==> src/rvc_pkg.sv <==
// Package of register map and field constants for the regulator control block
package rvc_pkg;
    localparam logic [7:0] REG_ADDR = 8'hc9;
    localparam int OFF_BIT = 7;
    localparam int PRESENT_BIT = 6;
    localparam int POL_BIT = 5;
    localparam int LOWPWR_BIT = 4;
    localparam logic [3:0] RSVD_RESET = 4'h0;
    localparam logic OFF_RESET = 1'b0;
    localparam logic POL_RESET = 1'b0;
    localparam logic LOWPWR_RESET = 1'b0;
    localparam int SYNC_STAGES = 2;
endpackage : rvc_pkg

==> src/rvc_regulator_control.sv <==
// Regulator and bus-voltage control register on the core's special-register port
`timescale 1ns/1ps
module rvc_regulator_control (
    input wire logic clk,
    input wire logic rst_n,
    input wire logic [7:0] sfrAddr,
    input wire logic sfrWrite,
    input wire logic sfrRead,
    input wire logic [7:0] sfrWdata,
    output logic [7:0] sfrRdata,
    output logic sfrSelected,
    input wire logic busVoltagePin,
    input wire logic busVoltageIrqEnable,
    input wire logic busResetSourceEnable,
    output logic regulatorOn,
    output logic regulatorLowPowerSel,
    output logic busVoltageIrq,
    output logic busVoltageResetReq
);
    logic regulatorOff_reg;
    logic busVoltageIrqPolarity_reg;
    logic regulatorLowPowerSel_reg;
    logic [3:0] reserved_reg;
    logic [7:0] sfrRdata_reg;
    logic busVoltagePresent;
    logic polarityMatch;
    logic regHit;
    logic writeHit;
    logic readHit;
    logic [7:0] regValue;
    logic [1:0] sinceReset_reg;
    logic [1:0] sinceReset_next;
    logic settled;

    // Bit 6 is status only, so readback compares every other bit
    localparam logic [7:0] WRITABLE_MASK = ~(8'h01 << rvc_pkg::PRESENT_BIT);

    // Pin is asynchronous to clk, so it is synchronised before use
    rvc_sync #(
        .STAGES(rvc_pkg::SYNC_STAGES)
    ) rvc_sync_inst (
        .clk(clk),
        .rst_n(rst_n),
        .din(busVoltagePin),
        .dout(busVoltagePresent)
    );

    assign regHit = (sfrAddr == rvc_pkg::REG_ADDR);
    assign writeHit = regHit && sfrWrite;
    assign readHit = regHit && sfrRead;
    assign sfrSelected = regHit;

    // Status bit is live, never stored
    assign regValue = {regulatorOff_reg, busVoltagePresent, busVoltageIrqPolarity_reg,
                       regulatorLowPowerSel_reg, reserved_reg};

    always_ff @(posedge clk or negedge rst_n) begin
        if (!rst_n) begin
            regulatorOff_reg <= rvc_pkg::OFF_RESET;
            busVoltageIrqPolarity_reg <= rvc_pkg::POL_RESET;
            regulatorLowPowerSel_reg <= rvc_pkg::LOWPWR_RESET;
            reserved_reg <= rvc_pkg::RSVD_RESET;
        end else if (writeHit) begin
            regulatorOff_reg <= sfrWdata[rvc_pkg::OFF_BIT];
            busVoltageIrqPolarity_reg <= sfrWdata[rvc_pkg::POL_BIT];
            regulatorLowPowerSel_reg <= sfrWdata[rvc_pkg::LOWPWR_BIT];
            reserved_reg <= sfrWdata[3:0];
        end
    end

    always_ff @(posedge clk or negedge rst_n) begin
        if (!rst_n) begin
            sfrRdata_reg <= 8'h00;
        end else if (readHit) begin
            sfrRdata_reg <= regValue;
        end
    end
    assign sfrRdata = sfrRdata_reg;

    assign regulatorOn = !regulatorOff_reg;
    assign regulatorLowPowerSel = regulatorLowPowerSel_reg;

    // Match is combinational so it follows the pin with no latch
    assign polarityMatch = busVoltageIrqPolarity_reg ? busVoltagePresent
                                                     : !busVoltagePresent;
    assign busVoltageIrq = busVoltageIrqEnable && polarityMatch;
    assign busVoltageResetReq = busResetSourceEnable && polarityMatch;

    // Edges since reset release, saturating; the live-status check waits out the sync chain
    assign sinceReset_next = (sinceReset_reg == 2'h3) ? sinceReset_reg : sinceReset_reg + 2'h1;
    always_ff @(posedge clk or negedge rst_n) begin
        if (!rst_n) begin
            sinceReset_reg <= 2'h0;
        end else begin
            sinceReset_reg <= sinceReset_next;
        end
    end
    assign settled = (sinceReset_reg == 2'h3);

    // Compare written apart from the ternary above, so checks do not mirror it
    function automatic logic level_matches(input logic polarity, input logic level);
        return polarity == level;
    endfunction : level_matches

    // One check per reserved bit, so a stuck bit shows up by itself
    for (genvar i = 0; i < $bits(reserved_reg); i++) begin : g_rsvd_chk

    end
endmodule : rvc_regulator_control

==> src/rvc_sync.sv <==
// Two-flop synchroniser for a single asynchronous level
`timescale 1ns/1ps
module rvc_sync #(
    parameter int STAGES = rvc_pkg::SYNC_STAGES
) (
    input wire logic clk,
    input wire logic rst_n,
    input wire logic din,
    output logic dout
);
    logic [STAGES-1:0] chain_reg;
    always_ff @(posedge clk or negedge rst_n) begin
        if (!rst_n) begin
            chain_reg <= '0;
        end else begin
            chain_reg <= {chain_reg[STAGES-2:0], din};
        end
    end
    assign dout = chain_reg[STAGES-1];
endmodule : rvc_sync
==> config.mk <==
export PLATFORM = sky130hd
export DESIGN_NAME = rvc_regulator_control
export DESIGN_NICKNAME = d
export VERILOG_FILES = /design/src/rvc_pkg.sv /design/src/rvc_regulator_control.sv /design/src/rvc_sync.sv
export SDC_FILE = /design/constraint.sdc
export NUM_CORES = 1
export LEC_CHECK = 0
export ABC_AREA = 1
export BUFFER_PORTS_ARGS = -buffer_cell sky130_fd_sc_hd__buf_2
export CAP_MARGIN = 0
export CORE_MARGIN = 2
export CORE_UTILIZATION = 45
export CTS_CLUSTER_DIAMETER = 60
export CTS_CLUSTER_SIZE = 28
export DETAILED_ROUTE_END_ITERATION = 16
export GPL_TIMING_DRIVEN = 0
export HOLD_SLACK_MARGIN = 0.08
export PLACE_DENSITY = 0.82
export SYNTH_ARGS = -nofsm -noshare
export SYNTH_HDL_FRONTEND = slang
export SYNTH_SLANG_ARGS = --single-unit
==> constraint.sdc <==
create_clock -name clk -period 1.5 [get_ports clk]
set_clock_uncertainty 0.15 [all_clocks]
set_input_delay 0.375 -clock clk [delete_from_list [all_inputs] [get_ports clk]]
set_output_delay 0.375 -clock clk [all_outputs]
set_load 0.02 [all_outputs]
# --- Yosys cells after proc, flatten, opt, wreduce, memory -nomap -nowiden ---
# Index checks and enable logic that the tools add are counted.
word_totals:
  ff_bits: 17
  latchBits: 0
  ram_bits: 0
  mem_bits_ro: 0
  inputBits: 23
  output_inout_bits: 13
  word_cells: 14
  n_memories: 0
classes:
  addsub: 0
  multipliers: 0
  div: 0
  n_lt_le_gt_ge: 0
  eq_ne: 1
  n_shift: 0
  n_mux: 1
  bitwise_logic: 0
  n_reduce_logical: 6
ops:
  columns: ["operator", "count"]
  rows:
  - ["8-bit equality test, second input constant", 1]
  - ["1-bit logical AND", 4]
  - ["1-bit logical NOT", 2]
  - ["1-bit 2-to-1 mux", 1]

# --- Logic depth before layout (Yosys ltp) ---
# Gate-level depths: netlist (run 1).
depth:
  word_depth: 3
  mapped_depth: 6
  depth_no_buf: 6

# --- Cells and area by module ---
# Synthesis (run 1) repeated with hierarchy kept, for this count alone.
unflattened:
  hier_cells: 85
  hier_area_um2: 803.3
modules_own_cells:
  columns: ["module", "instances", "cells_per_inst", "area_per_inst_um2", "seq_area_each_um2"]
  rows:
  - ["rvc_regulator_control", 1, 83, 753.2, 375.4]
  - ["rvc_sync", 1, 2, 50.0, 50.0]

# --- Worst setup path before layout (run 1) ---
# OpenSTA, ideal clock, no wires.
synth_timing:
  path_kind: "input port to output port"
  start: "input sfrAddr[4]"
  end: "output sfrSelected"
  t_arrival_ns: 0.951
  t_required_ns: 0.975
  path_slack_ns: 0.024
  cell_stages: 4
  n_path_buf: 0
  cell_sequence: "inv_1 -> nand2_2 -> nor2_4 -> and2_2"
synth_between:
  elab_chain_cells: 1
synth_rtl:
  columns: ["element", "line", "text"]
  rows:
  - ["start, declared", "rvc_regulator_control.sv:6", "input wire logic [7:0] sfrAddr,"]
  - ["8-bit equality test", "rvc_regulator_control.sv:48", "assign regHit = (sfrAddr == rvc_pkg::REG_ADDR);"]
  - ["end, declared", "rvc_regulator_control.sv:11", "output logic sfrSelected,"]
# No other way between the ends.

# --- Worst setup path in the final report (run 1) ---
layout_timing:
  start: "register busVoltageIrqPolarity_reg"
  end: "output busVoltageResetReq"
layout_between:
  elab_chain_cells: 2
layout_rtl:
  columns: ["element", "line", "text"]
  rows:
  - ["start, declared", "rvc_regulator_control.sv:21", "logic busVoltageIrqPolarity_reg;"]
  - ["start signal, assigned", "rvc_regulator_control.sv:60", "busVoltageIrqPolarity_reg <= rvc_pkg::POL_RESET;"]
  - ["start signal, assigned", "rvc_regulator_control.sv:65", "busVoltageIrqPolarity_reg <= sfrWdata[rvc_pkg::POL_BIT];"]
  - ["1-bit 2-to-1 mux", "rvc_regulator_control.sv:84", "assign polarityMatch = busVoltageIrqPolarity_reg ? busVoltagePresent"]
  - ["1-bit logical AND", "rvc_regulator_control.sv:87", "assign busVoltageResetReq = busResetSourceEnable && polarityMatch;"]
  - ["end, declared", "rvc_regulator_control.sv:18", "output logic busVoltageResetReq"]
# No other way between the ends.

==> results.yml, run 1 <==
clock_network:
  cts_sinks: 17
  clkTransAtPathRegs_ns: 0.10
  h-tree-depth: 1
  clock_latency_ns: 0.29
  tritoncts: "done"
  cts_buffer_depth: 2
  cts_buffers: 3
  cts_root_buf: "clkbuf_4"
detailed_routing:
  postRouteAntennaNets: 0
  drc: 0
  via_per_inst: 4.71
  vias: 720
  wl_per_cell_um: 11.1
  dr.pass1.iters: 4
  wl_um: 1700
  drt_iter0_markers: 11
timing:
  fin_crit_ns: 1.68
  timing.fmax_ghz: 0.594
  tightest_slew_ns: 0.365
  maxSlewViolCount: 0
  fin_crit_sh_pct: 112
  max_slew_margin_pct: 75.7
  final-hold-violation-count: 0
  worst_slack_ns: -0.184
  setup_viol: 2
  rsz0062_at_grt: "true"
finish:
  syn2layout_area_growth_pct: 36.0
  multi_input_area_um2: 312
  final_util_pct: 64.0
  final_layout_size_suffix_gt1_share_pct: 41.4
  largest_reg_flops: 8
  nets: 152
  nFillCells: 156
  instances_no_fill: 153
  design_area_um2: 1090
  diodes: 0
  seq_area_um2: 425
synth:
  yosys_warnings: 0
  synth.avg_cell_area_um2: 9.45
  synth-xor-area-share_pct: 1.09
  synth_nets: 108
  syn_inst: 85
  synth-seq-area-share_pct: 53.0
  ys_ff_latch: 17
  yosys.area_share.adder_pct: 0
  synth_simple_gate_area_share_pct: 37.5
  synth_compound_area_share_pct: 0
  synth_cell_types: 13
  netlist_area_um2: 803
  synthMuxAreaShare_pct: 0
  synth_top_family_by_area: "simple AND/OR/NAND/NOR gates"
critical_path:
  endpoint_kind: "output pin"
  cp.arrival_ns: 1.16
  reg2reg_depth: 4
  critPathMaxFanout: 2
  worstPathRequired_ns: 0.97
  worstSetupPathType: "flip-flop to output pin"
  cp-start-kind: "flip-flop"
job:
  maxCapViolations: 0
floorplanning:
  die_h_um: 46.3
  start_util_pct: 47.0
  dieArea_um2: 2140
  pin_count: 36
  die_width_um: 46.3
  core_um2: 1710
  num_rows: 15
global_routing:
  grt_remaining_overflow: 0
  grt_pass1_wl_um: 2660
  antenna_found_initial: 0
  track_usage_pct: 18.3
  grt_pass1_vias: 628
  grt_max_degree: 18
placed_design:
  place_area_um2: 995
  hpwl_um: 1220
  io_buffers: 32
  globalplace.congestion: 0.766
  dpl.cell_count: 142
power_and_ir_drop:
  power_density_nw_per_um2: 764
  power.leakage_nw: 0.635
  ir_drop_mv: 0.403
  p_total_mw: 0.834
hold_path:
  hold_path_depth: 3
  worstHoldPathType: "input pin to flip-flop"
outcome:
  violations: "negative setup slack"
  status: "complete, but fails checks"
synthesized netlist by cell type (all sizes together):
cell   number  share of area (%)
nor2        4                3.7
nand3       2                4.4
nand4      15                 12
and2        1               0.93
buf         4                5.1
xor2        1                1.1
inv         7                3.3
dfrtp      17                 53
nand2      34                 17
cell usage in the layout, fill, tap and decap left out, drive strengths merged:
cell type    count
and2             1
buf             41
clkbuf           3
clkinv           1
dfrtp           17
dlygate4sd3      2
inv              7
nand2           34
nand3            2
nand4           15
nor2             4
xor2             1
worst max-delay path: stages (launching register included):
cell     delay [ns]
dfrtp_1        0.41
xor2_1         0.18
nor2_1         0.12
buf_4          0.16
layout make-up:
cell class	count	area share, %
Clock buffer	3	2.06
Buffer	4	3.78
Sequential cell	17	38.9
Multi-Input combinational cell	57	28.5
Timing Repair Buffer	39	21.0
Tap cell	25	2.86
Clock inverter	1	0.458
Inverter	7	2.41
per-stage QoR:
stage                     setup TNS [ns]  setup slack [ns]  hold WS (ns)
final                             -0.352            -0.184         0.172
after global routing              -0.478            -0.247         0.160
after CTS                         -0.293            -0.147         0.156
after detailed placement          -0.233            -0.233         0.156
after global placement            -0.203            -0.203         0.154
after floorplan                        0            0.0244       -0.0706
final timing paths:
check	end	slack (ns)	from
min in group asynchronous	sfrRdata[0]$_DFFE_PN0P_	0.36	rst_n
min	reserved_reg[1]$_DFFE_PN0P_	0.17	sfrWdata[1]
min reg2reg	rvc_sync_inst.chain_reg[1]$_DFF_PN0_	0.22	rvc_sync_inst.chain_reg[0]$_DFF_PN0_
max in group asynchronous	reserved_reg[3]$_DFFE_PN0P_	0.56	rst_n
max reg2reg	sfrRdata[5]$_DFFE_PN0P_	0.44	busVoltageIrqPolarity_reg$_DFFE_PN0P_
max	busVoltageResetReq	-0.18	busVoltageIrqPolarity_reg$_DFFE_PN0P_
power breakdown:
| group | switching, mW | internal (mW) |
|---|---|---|
| Combinational | 0.0618 | 0.0506 |
| Sequential | 0.00852 | 0.472 |
| Clock | 0.142 | 0.0993 |
timing repair:
| item | 4_1_cts | 5_1_grt |
|---|---|---|
| buffers inserted | 3 | 2 |
| endpoints found under the setup margin | 3 | 3 |
| resized for setup | 3 | 2 |
| hold buffers | 2 | 0 |
| endpoints found under the hold margin | 18 | 0 |
| pin swaps | 2 | 3 |
logic make-up (layout without fill, tap and decap cells):
family | after synthesis | in the layout
DFF | 17 | 17
buffers and inverters | 11 | 54
xor gates and xnor gates | 1 | 1
and+or+nand+nor | 56 | 56
routing by layer:
metal	vias up	GRT usage (%)	wire length, µm
li1	364	-	-
met1	329	21.8	730
met2	25	28.6	861
met3	2	5.10	97
met4	0	12.0	11
met5	-	0	0
Power figures use the tool's default switching activity.
==> run 2: changes to the inputs <==
--- a/config.mk
+++ b/config.mk
@@ -6,6 +6,7 @@
 export NUM_CORES = 1
 export LEC_CHECK = 0
 export ABC_AREA = 1
+export ABC_CLOCK_PERIOD_IN_PS = 1500
 export BUFFER_PORTS_ARGS = -buffer_cell sky130_fd_sc_hd__buf_2
 export CAP_MARGIN = 0
 export CORE_MARGIN = 2
@@ -16,6 +17,7 @@
 export GPL_TIMING_DRIVEN = 0
 export HOLD_SLACK_MARGIN = 0.08
 export PLACE_DENSITY = 0.82
+export SKIP_CTS_REPAIR_TIMING = 1
 export SYNTH_ARGS = -nofsm -noshare
 export SYNTH_HDL_FRONTEND = slang
 export SYNTH_SLANG_ARGS = --single-unit
==> run 2 against run 1 <==
Compared with the run above:
- the run still ends with negative setup slack left
- combinational power about the same
- power increased by 1.2%
- sequential share of layout area decreased by 0.35 points
- non-clock buffer count increased by 1
- fmax decreased by 0.18%
- wire length increased by 2.1%
- flip-flop and latch count unchanged
- cell count increased by 0.65%
- first-iteration DRC count increased by 27%
- clock power increased by 3%
- largest power group unchanged
==> results.yml, run 2 (same netlist as run 1, synthesis figures left out) <==
detailed_routing:
  drc: 0
  vias: 720
  wl_um: 1740
  via_per_inst: 4.68
  postRouteAntennaNets: 0
  drt_iter0_markers: 14
  wl_per_cell_um: 11.3
  dr.pass1.iters: 4
global_routing:
  grt_remaining_overflow: 0
  grt_max_degree: 18
  antenna_found_initial: 0
  grt_pass1_wl_um: 2530
  grt_pass1_vias: 586
  track_usage_pct: 17.5
critical_path:
  worstSetupEndpoint: "busVoltageResetReq"
  cp-start-kind: "flip-flop"
  reg2reg_to: "sfrRdata[5]$_DFFE_PN0P_"
  ff2ff_setup_slack_ns: 0.55
  worstSetupPathType: "flip-flop to output pin"
  reg2reg_depth: 3
  r2r-start: "busVoltageIrqPolarity_reg$_DFFE_PN0P_"
  endpoint_kind: "output pin"
  startpoint: "rvc_sync_inst.chain_reg[1]$_DFF_PN0_"
  worstPathRequired_ns: 0.97
  critPathMaxFanout: 2
  cp.arrival_ns: 1.16
floorplanning:
  num_rows: 15
  dieArea_um2: 2140
  core_um2: 1710
  start_util_pct: 47.0
  pin_count: 36
  die_width_um: 46.3
  die_h_um: 46.3
finish:
  final_layout_size_suffix_gt1_share_pct: 43.4
  syn2layout_area_growth_pct: 37.2
  largest_reg_flops: 8
  layout_common_cells: "nand2_1 (30), buf_2 (29), dfrtp_1 (17)"
  diodes: 0
  final_common_cell: "nand2_1"
  nets: 153
timing:
  final-hold-violation-count: 0
  fin_crit_sh_pct: 112
  fin_crit_ns: 1.69
  rsz0062_at_grt: "true"
  hold_ws_ns: 0.169
  worst_slack_ns: -0.187
  max_slew_margin_pct: 74.7
  setup_viol: 2
  timing.fmax_ghz: 0.593
  maxSlewViolCount: 0
  tightest_slew_ns: 0.379
clock_network:
  h-tree-depth: 1
  cts_sinks: 17
  clock_latency_ns: 0.29
  tritoncts: "done"
  cts_root_buf: "clkbuf_4"
  cts_buffer_depth: 2
  clkTransAtPathRegs_ns: 0.10
  cts_buffers: 3
job:
  maxCapViolations: 0
power_and_ir_drop:
  clkPwrFrac_pct: 29.5
  pwr-share-comb_pct: 13.6
  power.leakage_nw: 0.638
  power_density_nw_per_um2: 766
  p_total_mw: 0.845
  power.internal_mw: 0.623
  seq_power_share_pct: 56.9
  ir_drop_mv: 0.416
  p_sw_mw: 0.222
  swShare_pct: 26.3
placed_design:
  io_buffers: 32
  dp_slack_ns: -0.233
  hpwl_um: 1220
  globalplace.congestion: 0.766
hold_path:
  worstHoldPathType: "input pin to flip-flop"
outcome:
  status: "complete, but fails checks"
  violations: "negative setup slack"
run 2: changes by cell type in the layout (fill, tap and decap cells not counted), sizes merged:
cell | previous run | this run
buf | 41 | 42
run 2: area by class of cell:
type | instances | area (µm²)
Buffer | 4 | 41.3
Clock buffer | 3 | 22.5
Clock inverter | 1 | 5.00
Fill cell | 152 | 606
Inverter | 7 | 26.3
Multi-Input combinational cell | 57 | 314
Sequential cell | 17 | 425
Tap cell | 25 | 31.3
Timing Repair Buffer | 40 | 236
run 2: stage by stage:
stage	utilization, %	TNS (ns)	instances	instance area [µm²]
6_report	64.5	-0.353	154	1100
5_1_grt	64.5	-0.550	154	1100
4_1_cts	59.9	-0.595	146	1020
3_5_place_dp	58.2	-0.233	142	995
3_3_place_gp	58.2	-0.203	142	995
2_1_floorplan	-	0	85	803
run 2: worst max-delay path: stages (launching register included):
cell	delay [ns]
dfrtp_1	0.41
xor2_1	0.18
nor2_1	0.13
buf_4	0.15
run 2: power by group through the flow:
| stage | Clock (mW) | Combinational [mW] | Sequential [mW] |
|---|---|---|---|
| floorplan | 0 | 0.0499 | 0.492 |
| CTS | 0.257 | 0.0992 | 0.480 |
| detailed placement | 0 | 0.0991 | 0.489 |
| global placement | 0 | 0.0960 | 0.488 |
| global route | 0.279 | 0.127 | 0.482 |
| finish | 0.249 | 0.115 | 0.481 |
run 2: how the worst min path moves through the flow:
stage               cells after the start        start                               endpoint  slack (ns)
floorplan                               0        rst_n  busVoltageIrqPolarity_reg$_DFFE_PN0P_       -0.07
global placement                        1        rst_n                sfrRdata[5]$_DFFE_PN0P_        0.15
detailed placement                      1        rst_n                sfrRdata[5]$_DFFE_PN0P_        0.16
CTS                                     1        rst_n                sfrRdata[5]$_DFFE_PN0P_       -0.18
global route                            3  sfrWdata[0]            reserved_reg[0]$_DFFE_PN0P_        0.16
finish                                  3  sfrWdata[1]            reserved_reg[1]$_DFFE_PN0P_        0.17
run 2: metal layers:
metal	up-vias	track usage (%)	part of all wire, %
li1	368	-	-
met1	330	20.6	42
met2	20	27.2	52
met3	2	5.10	4.3
met4	0	12.0	0.86
met5	-	0	0
==> run 3: changes to the inputs <==
==> constraint.sdc (replaced) <==
create_clock -name clk -period 1.5 [get_ports clk]
set_clock_uncertainty 0.15 [all_clocks]
set_input_delay 0.3 -clock clk [delete_from_list [all_inputs] [get_ports clk]]
set_output_delay 0.3 -clock clk [all_outputs]
set_load 0.02 [all_outputs]
==> run 3 against run 2 <==
Compared with the run above:
- utilization fell by 0.59 points
- die area unchanged
- worst hold slack got worse by 0.087 ns
- sequential power about the same
- clock power hardly changed
- flip-flop and latch count did not move
- register-to-register slack about the same
- global-route usage unchanged
- worst setup slack improved by 0.064 ns
- the flow still finishes with violations (negative setup slack)
==> results.yml, run 3 (same netlist as run 1, synthesis figures left out) <==
outcome:
  status: "complete, but fails checks"
  violations: "negative setup slack"
finish:
  largest_reg_flops: 8
  nFillCells: 153
  nets: 153
  final_util_pct: 64.0
  final_layout_size_suffix_gt1_share_pct: 41.9
  final_common_cell: "nand2_1"
  seq_area_um2: 425
  syn2layout_area_growth_pct: 36.0
  layout_common_cells: "nand2_1 (31), buf_2 (30), dfrtp_1 (17)"
  multi_input_area_um2: 310
  diodes: 0
power_and_ir_drop:
  power_density_nw_per_um2: 773
  p_total_mw: 0.844
  ir_drop_mv: 0.411
  clkPwrFrac_pct: 29.7
  swShare_pct: 26.2
  pwr-share-comb_pct: 13.4
  seq_power_share_pct: 56.9
  p_sw_mw: 0.221
  power.leakage_nw: 0.637
  power.internal_mw: 0.623
detailed_routing:
  wl_per_cell_um: 11.0
  wl_um: 1700
  drc: 0
  dr.pass1.iters: 4
  via_per_inst: 4.64
  drt_iter0_markers: 11
  postRouteAntennaNets: 0
  vias: 715
timing:
  maxSlewViolCount: 0
  fin_setup_tns_ns: -0.223
  timing.fmax_ghz: 0.616
  tightest_slew_ns: 0.373
  rsz0062_at_grt: "true"
  fin_crit_ns: 1.62
  final-hold-violation-count: 0
  setup_viol: 2
  worst_slack_ns: -0.123
  max_slew_margin_pct: 75.2
  fin_crit_sh_pct: 108
hold_path:
  worstHoldPathType: "input pin to flip-flop"
  holdCritStartpoint: "sfrWdata[1]"
  hold_path_depth: 3
  hold_path_end: "reserved_reg[1]$_DFFE_PN0P_"
global_routing:
  top_usage_layer: "met2"
  grt_pass1_vias: 586
  grt_pass1_wl_um: 2530
  track_usage_pct: 17.5
  met3_usage_pct: 5.10
  grtUsageMet2_pct: 27.2
  use_met1_pct: 20.6
  grt_max_degree: 18
  antenna_found_initial: 0
  grt_remaining_overflow: 0
critical_path:
  cp-start-kind: "flip-flop"
  endpoint_kind: "output pin"
  cp.arrival_ns: 1.17
  worstSetupPathType: "flip-flop to output pin"
  r2r-start: "busVoltageIrqPolarity_reg$_DFFE_PN0P_"
  crit_chain: "xor2_1 -> nor2_1 -> buf_4"
  slowest_delay_ns: 0.41
  reg2reg_to: "sfrRdata[5]$_DFFE_PN0P_"
  ff2ff_setup_slack_ns: 0.55
  critPathMaxFanout: 2
  critical-path-slowest-cell: "dfrtp_1"
  reg2reg_depth: 3
  worstPathRequired_ns: 1.05
job:
  maxCapViolations: 0
clock_network:
  cts_root_buf: "clkbuf_4"
  clkTransAtPathRegs_ns: 0.10
  h-tree-depth: 1
  cts_sinks: 17
  clock_latency_ns: 0.31
  cts_buffers: 3
  cts_buffer_depth: 2
  tritoncts: "done"
placed_design:
  io_buffers: 32
  globalplace.congestion: 0.766
  dp_slack_ns: -0.0825
  hpwl_um: 1220
floorplanning:
  die_h_um: 46.3
  num_rows: 15
  pin_count: 36
  dieArea_um2: 2140
  core_um2: 1710
  die_width_um: 46.3
  start_util_pct: 47.0
-- run 3: area by class of cell --
cell class | instances | share of cell area [%]
Sequential cell | 17 | 38.9
Multi-Input combinational cell | 57 | 28.4
Timing Repair Buffer | 40 | 21.1
Buffer | 4 | 3.78
Tap cell | 25 | 2.86
Inverter | 7 | 2.41
Clock buffer | 3 | 2.06
Clock inverter | 1 | 0.458
-- run 3: power groups by stage --
stage / Sequential (mW) / Combinational [mW] / Clock (mW)
after floorplan: 0.492 / 0.0499 / 0
after global placement: 0.488 / 0.0960 / 0
after detailed placement: 0.489 / 0.0991 / 0
after CTS: 0.480 / 0.0992 / 0.257
after global routing: 0.482 / 0.125 / 0.280
final: 0.480 / 0.113 / 0.251
-- run 3: critical path: cells and delay by family, from the launching register on --
| kind | cells | cell delay [ns] |
|---|---|---|
| xor+xnor | 1 | 0.18 |
| buf+inv | 1 | 0.15 |
| simple gates | 1 | 0.13 |
| flops | 1 | 0.41 |
-- run 3: worst max path at each step --
| stage | from | endpoint | cells past startpoint |
|---|---|---|---|
| final | rvc_sync_inst.chain_reg[1]$_DFF_PN0_ | busVoltageResetReq | 3 |
| after global routing | busVoltageIrqPolarity_reg$_DFFE_PN0P_ | busVoltageResetReq | 3 |
| after CTS | busVoltageIrqPolarity_reg$_DFFE_PN0P_ | busVoltageIrq | 3 |
| after detailed placement | sfrAddr[4] | sfrSelected | 6 |
| after global placement | sfrAddr[4] | sfrSelected | 6 |
| after floorplan | sfrAddr[4] | sfrSelected | 4 |
-- run 3: stage by stage --
stage               instances  area [µm²]  hold slack, ns
finish                    154        1090          0.0829
global route              154        1090          0.0853
CTS                       146        1020          -0.254
detailed placement        142         995          0.0809
global placement          142         995          0.0786
floorplan                  85         803          -0.146
-- run 3: layer usage --
layer,wire (µm),up-vias
li1,-,367
met4,38,0
met3,93,5
met1,704,322
met5,0,-
met2,861,21
